## src/meas_cond_consts.svh

```systemverilog
// Register indices, reset values, field positions and timing for conditioning
`ifndef MEAS_COND_CONSTS_SVH
`define MEAS_COND_CONSTS_SVH

// Register indices; the byte address on the bus is four times the index
`define IDX_AMB_HYST      6'h16
`define IDX_PROX_HYST     6'h17
`define IDX_PROX_MASK     6'h18
`define IDX_AMB_MASK      6'h19
`define IDX_OFFSET        6'h1a
`define IDX_LED_RECOVERY_RESERVED       6'h1c
`define IDX_IR_REC        6'h1d
`define IDX_IR_GAIN       6'h1e
`define IDX_PROX_TH1      6'h30
`define IDX_PROX_TH2      6'h31
`define IDX_PROX_TH3      6'h32
`define IDX_AMB_TH        6'h33
`define IDX_IRQ_STATUS    6'h34
`define IDX_IRQ_MASK      6'h35
`define IDX_LEVEL_STATUS  6'h36

// Reset values
`define RST_HYST          8'h48
`define RST_DEB_MASK      8'h03
`define RST_OFFSET        8'h80
`define RST_LED_RECOVERY_RESERVED       8'h00
`define RST_IR_REC        8'h70
`define RST_IR_GAIN       8'h00
`define RST_THRESHOLD     16'h0100
`define RST_IRQ           5'h00

// Field positions
`define REC_SEL_MSB       6
`define REC_SEL_LSB       4
`define GAIN_MSB          2
`define IRQ_REC_BIT       4

// Result codes
`define OVERRANGE_CODE    16'hffff
`define RESULT_CEILING    16'hfffe

// Sample kinds
`define KIND_AMB_VIS      3'h3
`define KIND_AMB_IR       3'h4

// Timing
`define ADC_CLK_NS        50
`define PCLK_NS           10

`endif

```

## src/meas_cond_pkg.sv

```systemverilog
// Types shared by the measurement conditioning block
package meas_cond_pkg;

  // One raw conversion from the ADC sequencer, relative and signed
  typedef struct packed {
    logic               valid;
    logic [2:0]         kind;
    logic               overrange;
    logic signed [15:0] value;
  } sample_type;

  // One conditioned result as reported to the result registers
  typedef struct packed {
    logic        valid;
    logic [2:0]  kind;
    logic [15:0] value;
  } result_type;

  typedef enum logic [0:0] {
    rec_idle,
    rec_wait
  } rec_state_type;

endpackage : meas_cond_pkg

```

## src/meas_cond.sv

```systemverilog
// Measurement conditioning: debounce, result offset, infrared recovery wait
//
// Behaviour
// - Proximity status flips after mask-popcount consecutive hits.
// - Ambient status flips after mask-popcount consecutive hits.
// - Offset code expands to sixteen bits and is added to every non-overrange result.
// - Result 0xffff means overrange only; normal results never reach it.
// - Infrared ambient conversion waits 1 to 511 ADC clocks by select.
// - Each recovery clock is 50 ns, scaled by two to the gain exponent.
// - Proximity debounce checks all three thresholds with shared hysteresis.
//
// The implementer's own choice: the APB slave port.
`include "meas_cond_consts.svh"

module meas_cond #(
  parameter int ADC_CLK_NS = `ADC_CLK_NS
) (
  input  wire logic                      pclk,
  input  wire logic                      presetn,
  input  wire logic                      psel,
  input  wire logic                      penable,
  input  wire logic                      pwrite,
  input  wire logic [7:0]                paddr,
  input  wire logic [31:0]               pwdata,
  output logic      [31:0]               prdata,
  output logic                           pready,
  output logic                           pslverr,
  input  wire meas_cond_pkg::sample_type sample,
  input  wire logic                      ir_start,
  output meas_cond_pkg::result_type      result,
  output logic      [2:0]                prox_status,
  output logic                           ambient_status,
  output logic                           recovery_busy,
  output logic                           ir_convert_go,
  output logic                           irq
);

  localparam int ADC_CYC_RAW = (ADC_CLK_NS + `PCLK_NS - 1) / `PCLK_NS;
  localparam int ADC_CYC     = (ADC_CYC_RAW < 1) ? 1 : ADC_CYC_RAW;

  // Compressed code: top nibble exponent, low nibble mantissa with hidden one
  function automatic logic [15:0] expand(input logic [7:0] code);
    logic [23:0] t;
    t = 24'({20'h00001, code[3:0]} << code[7:4]) >> 4;
    expand = t[15:0];
  endfunction : expand

  // Number of ones in a debounce mask, never less than one sample
  function automatic logic [3:0] run_need(input logic [7:0] m);
    logic [3:0] n;
    n = 4'h0;
    for (int b = 0; b < 8; b++) begin
      n = n + {3'h0, m[b]};
    end
    run_need = (n == 4'h0) ? 4'h1 : n;
  endfunction : run_need

  // Recovery length in ADC clocks: 1, then two to the (select+2) less one
  function automatic logic [9:0] rec_clocks(input logic [2:0] s);
    rec_clocks = (s == 3'h0) ? 10'h001 :
                 10'((11'h001 << ({1'b0, s} + 4'h2)) - 11'h001);
  endfunction : rec_clocks

  // Register state
  logic [7:0]  amb_hyst_q, prox_hyst_q, prox_mask_q, amb_mask_q;
  logic [7:0]  offset_q, led_recovery_reserved_q, ir_rec_q, ir_gain_q;
  logic [15:0] th_q [4];
  logic [4:0]  irq_status_q, irq_mask_q, irq_event;
  logic        pready_q, pslverr_q, irq_q;
  logic [31:0] prdata_q, rdata_d;
  logic        mapped_d;
  logic [5:0]  idx;
  logic        access, wr_en;

  assign idx    = paddr[7:2];
  assign access = psel && penable && !pready_q;
  // Writes land on the edge that completes the transfer
  assign wr_en  = psel && penable && pready_q && pwrite;

  // Bus handshake: one wait state, then a one-cycle ready
  always_ff @(posedge pclk or negedge presetn) begin
    if (!presetn) begin
      pready_q  <= 1'b0;
      pslverr_q <= 1'b0;
      prdata_q  <= 32'h0;
    end else begin
      pready_q  <= access;
      pslverr_q <= access && !mapped_d;
      prdata_q  <= (access && !pwrite && mapped_d) ? rdata_d : 32'h0;
    end
  end

  // Conditioning settings written by software
  always_ff @(posedge pclk or negedge presetn) begin
    if (!presetn) begin
      amb_hyst_q  <= `RST_HYST;
      prox_hyst_q <= `RST_HYST;
      prox_mask_q <= `RST_DEB_MASK;
      amb_mask_q  <= `RST_DEB_MASK;
      offset_q    <= `RST_OFFSET;
      led_recovery_reserved_q   <= `RST_LED_RECOVERY_RESERVED;
      ir_rec_q    <= `RST_IR_REC;
      ir_gain_q   <= `RST_IR_GAIN;
    end else if (wr_en) begin
      case (idx)
        `IDX_AMB_HYST:  amb_hyst_q  <= pwdata[7:0];
        `IDX_PROX_HYST: prox_hyst_q <= pwdata[7:0];
        `IDX_PROX_MASK: prox_mask_q <= pwdata[7:0];
        `IDX_AMB_MASK:  amb_mask_q  <= pwdata[7:0];
        `IDX_OFFSET:    offset_q    <= pwdata[7:0];
        `IDX_LED_RECOVERY_RESERVED:   led_recovery_reserved_q   <= pwdata[7:0];
        `IDX_IR_REC:    ir_rec_q    <= pwdata[7:0];
        `IDX_IR_GAIN:   ir_gain_q   <= pwdata[7:0];
        default: begin
        end
      endcase
    end
  end

  // Thresholds: three proximity, one ambient
  always_ff @(posedge pclk or negedge presetn) begin
    if (!presetn) begin
      for (int i = 0; i < 4; i++) begin
        th_q[i] <= `RST_THRESHOLD;
      end
    end else if (wr_en) begin
      case (idx)
        `IDX_PROX_TH1: th_q[0] <= pwdata[15:0];
        `IDX_PROX_TH2: th_q[1] <= pwdata[15:0];
        `IDX_PROX_TH3: th_q[2] <= pwdata[15:0];
        `IDX_AMB_TH:   th_q[3] <= pwdata[15:0];
        default: begin
        end
      endcase
    end
  end

  // Sticky event bits, write one to clear; a new event beats the clear
  always_ff @(posedge pclk or negedge presetn) begin
    if (!presetn) begin
      irq_status_q <= `RST_IRQ;
      irq_mask_q   <= `RST_IRQ;
      irq_q        <= 1'b0;
    end else begin
      irq_status_q <= (irq_status_q &
                       ~((wr_en && idx == `IDX_IRQ_STATUS) ?
                         pwdata[4:0] : 5'h00)) | irq_event;
      if (wr_en && idx == `IDX_IRQ_MASK) begin
        irq_mask_q <= pwdata[4:0];
      end
      irq_q <= |(irq_status_q & irq_mask_q);
    end
  end

  // Read decode; unmapped indices answer with an error
  always_comb begin
    rdata_d  = 32'h0;
    mapped_d = 1'b1;
    case (idx)
      `IDX_AMB_HYST:     rdata_d[7:0]  = amb_hyst_q;
      `IDX_PROX_HYST:    rdata_d[7:0]  = prox_hyst_q;
      `IDX_PROX_MASK:    rdata_d[7:0]  = prox_mask_q;
      `IDX_AMB_MASK:     rdata_d[7:0]  = amb_mask_q;
      `IDX_OFFSET:       rdata_d[7:0]  = offset_q;
      `IDX_LED_RECOVERY_RESERVED:      rdata_d[7:0]  = led_recovery_reserved_q;
      `IDX_IR_REC:       rdata_d[7:0]  = ir_rec_q;
      `IDX_IR_GAIN:      rdata_d[7:0]  = ir_gain_q;
      `IDX_PROX_TH1:     rdata_d[15:0] = th_q[0];
      `IDX_PROX_TH2:     rdata_d[15:0] = th_q[1];
      `IDX_PROX_TH3:     rdata_d[15:0] = th_q[2];
      `IDX_AMB_TH:       rdata_d[15:0] = th_q[3];
      `IDX_IRQ_STATUS:   rdata_d[4:0]  = irq_status_q;
      `IDX_IRQ_MASK:     rdata_d[4:0]  = irq_mask_q;
      `IDX_LEVEL_STATUS: rdata_d[5:0]  = {recovery_busy, ambient_status,
                                          prox_status};
      default:           mapped_d      = 1'b0;
    endcase
  end

  // Offset correction with clamping so that only overrange gives all ones
  logic [15:0] offset_val;
  logic [17:0] sum;
  logic [15:0] res_d;
  meas_cond_pkg::result_type result_q;

  assign offset_val = expand(offset_q);
  assign sum = 18'({{2{sample.value[15]}}, sample.value}) +
               {2'b00, offset_val};

  always_comb begin
    if (sample.overrange) begin
      res_d = `OVERRANGE_CODE;
    end else if (sum[17]) begin
      res_d = 16'h0000;
    end else if (sum[16:0] >= {1'b0, `OVERRANGE_CODE}) begin
      res_d = `RESULT_CEILING;
    end else begin
      res_d = sum[15:0];
    end
  end

  // Conditioned result register
  always_ff @(posedge pclk or negedge presetn) begin
    if (!presetn) begin
      result_q <= '0;
    end else begin
      result_q.valid <= sample.valid;
      result_q.kind  <= sample.kind;
      if (sample.valid) begin
        result_q.value <= res_d;
      end
    end
  end

  // Debounce: channels 0..2 proximity, channel 3 visible ambient
  logic [3:0] level_q;
  logic [3:0] run_q [4];
  logic [3:0] flip;

  for (genvar c = 0; c < 4; c++) begin : g_deb
    logic        hit, qual;
    logic [16:0] hyst, upper, lower_sum;
    logic [3:0]  need;

    assign hit  = sample.valid && !sample.overrange &&
                  (sample.kind == ((c < 3) ? 3'(c) : `KIND_AMB_VIS));
    assign hyst = {1'b0, expand((c < 3) ? prox_hyst_q : amb_hyst_q)};
    assign need = run_need((c < 3) ? prox_mask_q : amb_mask_q);
    assign upper     = {1'b0, th_q[c]} + hyst;
    assign lower_sum = {1'b0, res_d} + hyst;
    assign qual = level_q[c] ? (lower_sum < {1'b0, th_q[c]}) :
                               ({1'b0, res_d} > upper);
    assign flip[c] = hit && qual && (run_q[c] + 4'h1 >= need);

    // Run of consecutive qualifying samples; a non-qualifying, non-overrange sample of this kind restarts it
    always_ff @(posedge pclk or negedge presetn) begin
      if (!presetn) begin
        run_q[c]   <= 4'h0;
        level_q[c] <= 1'b0;
      end else if (hit) begin
        if (flip[c]) begin
          run_q[c]   <= 4'h0;
          level_q[c] <= ~level_q[c];
        end else if (qual) begin
          run_q[c] <= run_q[c] + 4'h1;
        end else begin
          run_q[c] <= 4'h0;
        end
      end
    end
  end

  // Recovery wait ahead of each infrared ambient conversion
  meas_cond_pkg::rec_state_type rec_state_q;
  logic [23:0] rec_timer_q, rec_total;
  logic [16:0] rec_adc_clocks;
  logic        go_q, rec_done, busy_q;

  assign rec_adc_clocks = 17'({7'h0, rec_clocks(
                            ir_rec_q[`REC_SEL_MSB:`REC_SEL_LSB])}
                            << ir_gain_q[`GAIN_MSB:0]);
  assign rec_total = 24'({7'h0, rec_adc_clocks} * ADC_CYC);
  assign rec_done  = (rec_state_q == meas_cond_pkg::rec_wait) &&
                     (rec_timer_q == 24'h1);

  // Counts the wait down, then fires one conversion pulse
  always_ff @(posedge pclk or negedge presetn) begin
    if (!presetn) begin
      rec_state_q <= meas_cond_pkg::rec_idle;
      rec_timer_q <= 24'h0;
      go_q        <= 1'b0;
      busy_q      <= 1'b0;
    end else begin
      go_q <= rec_done;
      case (rec_state_q)
        meas_cond_pkg::rec_idle: begin
          if (ir_start) begin
            rec_state_q <= meas_cond_pkg::rec_wait;
            rec_timer_q <= rec_total;
            busy_q      <= 1'b1;
          end
        end
        meas_cond_pkg::rec_wait: begin
          rec_timer_q <= rec_timer_q - 24'h1;
          if (rec_done) begin
            rec_state_q <= meas_cond_pkg::rec_idle;
            busy_q      <= 1'b0;
          end
        end
        default: begin
          rec_state_q <= meas_cond_pkg::rec_idle;
          busy_q      <= 1'b0;
        end
      endcase
    end
  end

  assign irq_event = {rec_done, flip};

  // Outputs
  assign prdata         = prdata_q;
  assign pready         = pready_q;
  assign pslverr        = pslverr_q;
  assign result         = result_q;
  assign prox_status    = level_q[2:0];
  assign ambient_status = level_q[3];
  assign recovery_busy  = busy_q;
  assign ir_convert_go  = go_q;
  assign irq            = irq_q;
endmodule : meas_cond

```

## config.mk

```make
export PLATFORM = sky130hd
export DESIGN_NAME = meas_cond
export DESIGN_NICKNAME = d
export VERILOG_FILES = /design/src/meas_cond_pkg.sv /design/src/meas_cond.sv
export VERILOG_INCLUDE_DIRS = /design/src
export SDC_FILE = /design/constraint.sdc
export NUM_CORES = 1
export LEC_CHECK = 0
export ABC_AREA = 1
export ABC_CLOCK_PERIOD_IN_PS = 16500
export BUFFER_PORTS_ARGS = -buffer_cell sky130_fd_sc_hd__buf_4
export CAP_MARGIN = 20
export CORE_ASPECT_RATIO = 2
export CORE_UTILIZATION = 50
export CTS_CLUSTER_DIAMETER = 150
export DETAILED_ROUTE_END_ITERATION = 6
export GPL_TIMING_DRIVEN = 0
export PLACE_DENSITY = 0.68
export SYNTH_ARGS = -nofsm -noshare
export SYNTH_HDL_FRONTEND = slang
export SYNTH_SLANG_ARGS = --single-unit
```

## constraint.sdc

```tcl
create_clock -name pclk -period 16.5 [get_ports pclk]
set_input_delay 2.475 -clock pclk [delete_from_list [all_inputs] [get_ports pclk]]
set_output_delay 2.475 -clock pclk [all_outputs]
set_load 0.01 [all_outputs]
```

## Yosys cells after proc, flatten, opt, wreduce, memory -nomap -nowiden

Cells that the tools add are included.

| operators by class | value |
|---|---|
| $add $sub $neg | 28 |
| multiply operators | 1 |
| magnitude comparators | 13 |
| eq/ne operators | 21 |
| shifts and indexed selects | 5 |
| multiplexer cells | 33 |
| bitwise logic cells | 9 |
| reduce and logical (&&, ||, !) cells | 50 |

Operator list:

| kind | count |
|---|---|
| $add 16x16->17 | 6 |
| $pmux 5 s15 | 1 |
| $gt 16x17->1 | 4 |
| $lt 17x16->1 | 4 |
| $mux 16 | 4 |
| $shl 5x4->20 | 3 |
| $eq 6x5->1 const B | 8 |
| $pmux 24 s2 | 1 |
| $eq 6x6->1 const B | 7 |
| $mux 4 | 10 |
| $reduce_and 2->1 | 17 |
| $add 4x1->4 | 8 |
| $pmux 8 s4 | 1 |
| $eq 24x1->1 const B | 1 |
| $mux 24 | 1 |
| $pmux 2 s12 | 1 |
| $sub 24x1->24 const B | 1 |
| $logic_and 1x1->1 | 23 |
| $mul 17x3->20 const B | 1 |
| $add 16x17->18 | 1 |
| $ge 17x16->1 const B | 1 |
| $shl 10x3->17 | 1 |
| $add 4x1->4 const B | 4 |
| $ge 4x4->1 | 4 |
| other kinds (24) | 47 |

| word-level totals | value |
|---|---|
| register bits after elaboration | 224 |
| output and inout port bits | 61 |

## Logic depth before layout (Yosys ltp)

| logic depth | value |
|---|---|
| depth after elaboration | 12 |
| gate-level depth with buffers | 49 |

## Worst setup path before layout

No wires, ideal clock.

| timing path | value |
|---|---|
| path type | in2reg |
| from | in sample[0] in the netlist's numbering |
| to | reg level_q[3], in the netlist ambient_status |
| library setup time | 0.117 ns |
| arrival time | 7.043 ns |
| data required time | 16.383 ns |
| path slack | 9.340 ns |
| stages on the path | 36 |
| path buffers | 1 |
| cell sequence | ha_1 inv_1 fa_1 o21ai_2 nand2_1 nand2_1 nand2_1 nand2_1 xor2_1 nor2_1 nand3_2 buf_6 nand3_1 nand2_1 nand2_1 fa_1 nand3_1 nand2_1 a21boi_0 o21ai_2 a21boi_0 o21ai_0 xor2_1 ha_1 inv_1 nor3_1 a211oi_1 nand2_1 nand3_1 nand2_1 nand2_1 nand2_1 nand2_1 nand3_1 nand2_1 nand2_1 |

| on the way | value |
|---|---|
| cells in the longest elaborated chain, start to end | 11 |

Ends and longest elaborated chain:

| element | RTL line | RTL |
|---|---|---|
| start, declared | meas_cond.sv:28 | `input wire meas_cond_pkg::sample_type sample,` |
| $add 16x17->18 * | meas_cond.sv:187 | `assign sum = 18'({{2{sample.value[15]}}, sample.value}) +` |
| $ge 17x16->1 | meas_cond.sv:195 | `` end else if (sum[16:0] >= {1'b0, `OVERRANGE_CODE}) begin `` |
| $mux 16 | meas_cond.sv:195 |  |
| $mux 16 * | meas_cond.sv:193 | `end else if (sum[17]) begin` |
| $mux 16 * | meas_cond.sv:191 | `if (sample.overrange) begin` |
| via res_d[1] | meas_cond.sv:183 | `logic [15:0] res_d;` |
| $add 16x16->17 | meas_cond.sv:230 | `assign lower_sum = {1'b0, res_d} + hyst;` |
| $lt 17x16->1 | meas_cond.sv:231 | `assign qual = level_q[c] ? (lower_sum < {1'b0, th_q[c]}) :` |
| $mux 1 * | meas_cond.sv:231 |  |
| $logic_and 1x1->1 * (2 in a row) | meas_cond.sv:233 | `assign flip[c] = hit && qual && (run_q[c] + 4'h1 >= need);` |
| $reduce_and 2->1 (no source line) * | - |  |
| end signal, assigned by index | meas_cond.sv:243 | `level_q[c] <= ~level_q[c];` |
| end, declared | meas_cond.sv:216 | `logic [3:0] level_q;` |

The timed path passes the listed nets; every way through them passes the cells marked *.
A chain may end at the register's enable or synchronous reset.

## Worst setup path in the final report

| timing path | value |
|---|---|
| from | in sample[0] in the netlist's numbering |
| to | reg run_q[2] in the netlist's numbering |

| on the way | value |
|---|---|
| cells in the longest elaborated chain, start to end | 11 |

Ends and longest elaborated chain:

| element | RTL line | RTL |
|---|---|---|
| $add 16x17->18 * | meas_cond.sv:187 |  |
| $ge 17x16->1 | meas_cond.sv:195 |  |
| $mux 16 | meas_cond.sv:195 |  |
| $mux 16 * | meas_cond.sv:193 |  |
| $mux 16 * | meas_cond.sv:191 |  |
| via res_d[1] | meas_cond.sv:183 |  |
| $add 16x16->17 | meas_cond.sv:230 |  |
| $lt 17x16->1 | meas_cond.sv:231 |  |
| $mux 1 * | meas_cond.sv:231 |  |
| $logic_and 1x1->1 (2 in a row) | meas_cond.sv:233 |  |
| $mux 4 * | meas_cond.sv:241 | `if (flip[c]) begin` |
| end signal, assigned by index | meas_cond.sv:245 | `run_q[c] <= run_q[c] + 4'h1;` |
| end, declared | meas_cond.sv:217 | `logic [3:0] run_q [4];` |

Marked as above.

==> metrics.csv <==
metric,value,unit
CTS max path bufs,3,
Max-Cap Viols,0,
DRT iter0 DRCs,1288,
fin crit share,51.0,%
setup TNS,0,ns
Clock Skews,0.0330,ns
"Hold Violations, Final",0,
Synth Area per Inst,7.13,sq um
"CTS clk-pin slew, worst paths",0.07,ns
postcts setup bufs,0,
status,"complete, no violations",
Bufs and invs on worst path,4,
Mapped Cells,2978,
Tmin final,8.42,ns
cts repair resizes,0,
Yosys warning count,0,
core area,41800,sq um
Post-Route WL,76100,um
VDD IR max,0.0901,mV
Sequential Power Share,40.0,%
Fmax,119,MHz
RSZ-0062 raised after global routing,no,
first-pass GRT wire length,116000,um
most frequent cell after synthesis,nand2_1,
ranking of synthesized cells by area,"dfrtp_1 25%, ha_1 18%, nand2_1 13%, o21ai_0 6.3%, inv_1 6.2%",
layout cells sized above 1,6.83,%
count of flip-flops with a built-in enable after synthesis,0,
hold path startpoint,amb_mask_q[4],
leading area contributor after synthesis,dfrtp_1,
gr ovfl total,0,
Worst-Skew Late Latency,0.57,ns
Final nets,3498,
CP dominant cell by count,nand2_1,
sink of the worst hold path,amb_mask_q[4],
Initial Util,50.8,%
CP startpoint kind,input pin,
wire per inst,20.7,um
top_reg_cell synth,dfrtp_1,
antenna violations before repair,1,
Worst Path Arrival,8.89,ns
CP required,16.97,ns
Crit path max-delay family,simple AND/OR/NAND/NOR gates,
ys async rst share,100,%
pin count of the biggest net entering global routing,115,
CTS tree,built,
met2 usage,66.6,%
Port-buffer cells,93,
LEAKAGE,11.5,nW
Yosys reg bits,224,
HP Class,reg -> reg,
design area,23500,sq um
Final Non-Filler Cells,3672,
root buf cell,clkbuf_16,
final setup fails,0,
worst reg2reg path endpoint,run_q[2],
CTS sink cnt,224,
H-tree Lvls,1,
vias in the first global route,21195,
sw frac,34.0,%
Inst Count DP,3628,
net load switching power,0.543,mW
Worst R2R Start,offset_q[4],
slowest cell on the critical path,fa_1,
grt met1 use,33.1,%
overall die height,293,um
vias per cell,5.74,
DP Wirelength,62100,um
First-pass DRT Iterations,5,
DP Area,22700,sq um
Routed Antenna Nets,0,
Layout area overhead,10.8,%
Std-Cell Rows,106,
GRT Max-Usage Layer,met2,
"Cell Area, Synth",21200,sq um
Worst-Margin Slew,1.11,ns
critical setup path kind,in -> reg,
total CTS buffers,24,
vias,21094,
Total GRT Usage,35.6,%
"Slew Viols, Final",0,
Unique masters post-synth,62,
top-area cell type share of the netlist area,24.5,%
Critical Path Fanout Max,10,
n_diodes,0,
met3 global-route usage,4.04,%
DRC viols,0,
Comb pwr share,24.3,%
Die Width,148,um
R2R setup slack,8.53,ns
FF-to-FF path depth,42,
post-synthesis sequential area ratio,26.5,%
CP max stage delay,0.64,ns
portion of total power attributed to the clock network,35.7,%
Worst slew margin,25.6,%
CP Capture Type,flip-flop,
Top-Level Pins,128,
post-cts hold buffer count,0,
GPL Wtd Cong,1.01,
Hold Path Depth,2,
P_int,1.05,mW
"top cells by count, synth","741 x nand2_1, 353 x inv_1, 301 x ha_1, 266 x o21ai_0, 260 x nor2_1",
die area,43300,sq um
P per Cell Area,67.9,nW/um^2
layer usage:
| layer | vias up | share of wire (%) |
|---|---|---|
| li1 | 10233 | - |
| met1 | 9798 | 33 |
| met2 | 738 | 52 |
| met3 | 325 | 4.6 |
| met4 | 0 | 11 |
| met5 | - | 0 |
power by group through the flow:
| stage | Combinational, mW | Clock [mW] | Sequential [mW] |
|---|---|---|---|
| 2_1_floorplan | 0.253 | 0 | 0.637 |
| 3_3_place_gp | 0.369 | 0 | 0.646 |
| 3_5_place_dp | 0.385 | 0 | 0.648 |
| 4_1_cts | 0.388 | 0.579 | 0.638 |
| 5_1_grt | 0.440 | 0.595 | 0.644 |
| 6_report | 0.387 | 0.570 | 0.639 |
area by class of cell:
| class | instances | area [sq um] |
|---|---|---|
| buffer | 81 | 387 |
| clock buffer | 31 | 667 |
| inverter | 363 | 1360 |
| timing repair buffer | 95 | 738 |
| clock inverter | 13 | 148 |
| tap | 540 | 676 |
| fill | 4101 | 18300 |
| multi-input combinational | 2325 | 13900 |
| sequential | 224 | 5630 |
stage by stage:
step           utilization, %  total power [mW]  setup slack [ns]  hold slack (ns)
5_1_grt                  56.3              1.68              7.71            0.503
2_1_floorplan               -             0.890              9.34            0.453
3_5_place_dp             54.3              1.03              7.58            0.474
6_report                 56.3              1.60              8.08            0.487
4_1_cts                  56.3              1.60              8.14            0.490
3_3_place_gp             54.2              1.02              7.61            0.466
worst max-delay path by stage:
stage | startpoint | endpoint | slack [ns] | depth (start not counted)
floorplan | sample[0] | ambient_status | 9.34 | 36
global placement | sample[0] | ambient_status | 7.61 | 37
detailed placement | sample[0] | run_q[2] | 7.58 | 36
CTS | sample[0] | run_q[2] | 8.14 | 36
global route | sample[0] | run_q[3] | 7.71 | 36
finish | sample[0] | run_q[2] | 8.08 | 36
flip-flops by register name, indices dropped and copies added (netlist names), 16 cells and up:
register / cells
run_q: 16
th_q: 64
result: 20
prdata: 16
rec_timer_q: 24
cell usage in the layout (no fill, tap or decap), types with 25 or more instances in the layout:
| cell type | n |
|---|---|
| nand2_1 | 741 |
| inv_1 | 353 |
| ha_1 | 301 |
| o21ai_0 | 266 |
| nor2_1 | 260 |
| dfrtp_1 | 208 |
| a21oi_1 | 191 |
| nand3_1 | 126 |
| buf_4 | 109 |
| clkbuf_1 | 61 |
| xor2_1 | 60 |
| xnor2_1 | 43 |
| a31oi_1 | 33 |
| nor3_1 | 30 |
| nand4_1 | 29 |
| o22ai_1 | 25 |
kinds of logic after synthesis:
| logic type | after synthesis | share of synthesized area, % |
|---|---|---|
| compound gates | 652 | 17.5 |
| simple gates | 1231 | 23.9 |
| other cells | 1 | 0.0177 |
| buf+inv | 444 | 8.24 |
| fa+ha+maj | 317 | 19.2 |
| flops | 224 | 26.5 |
| xor+xnor | 104 | 4.33 |
| mux | 5 | 0.236 |
worst register-to-register path: cells and delay by family, from the launching register on:
kind,cells,cell delay [ns]
AND/OR/NAND/NOR,22,2.89
XOR/XNOR,2,0.44
AO/OA/AOI/OAI,10,1.96
buffers and inverters,4,0.58
adder cells (fa/ha/maj),4,1.67
flip-flops,1,0.34
(Power assumes the default switching activity.)
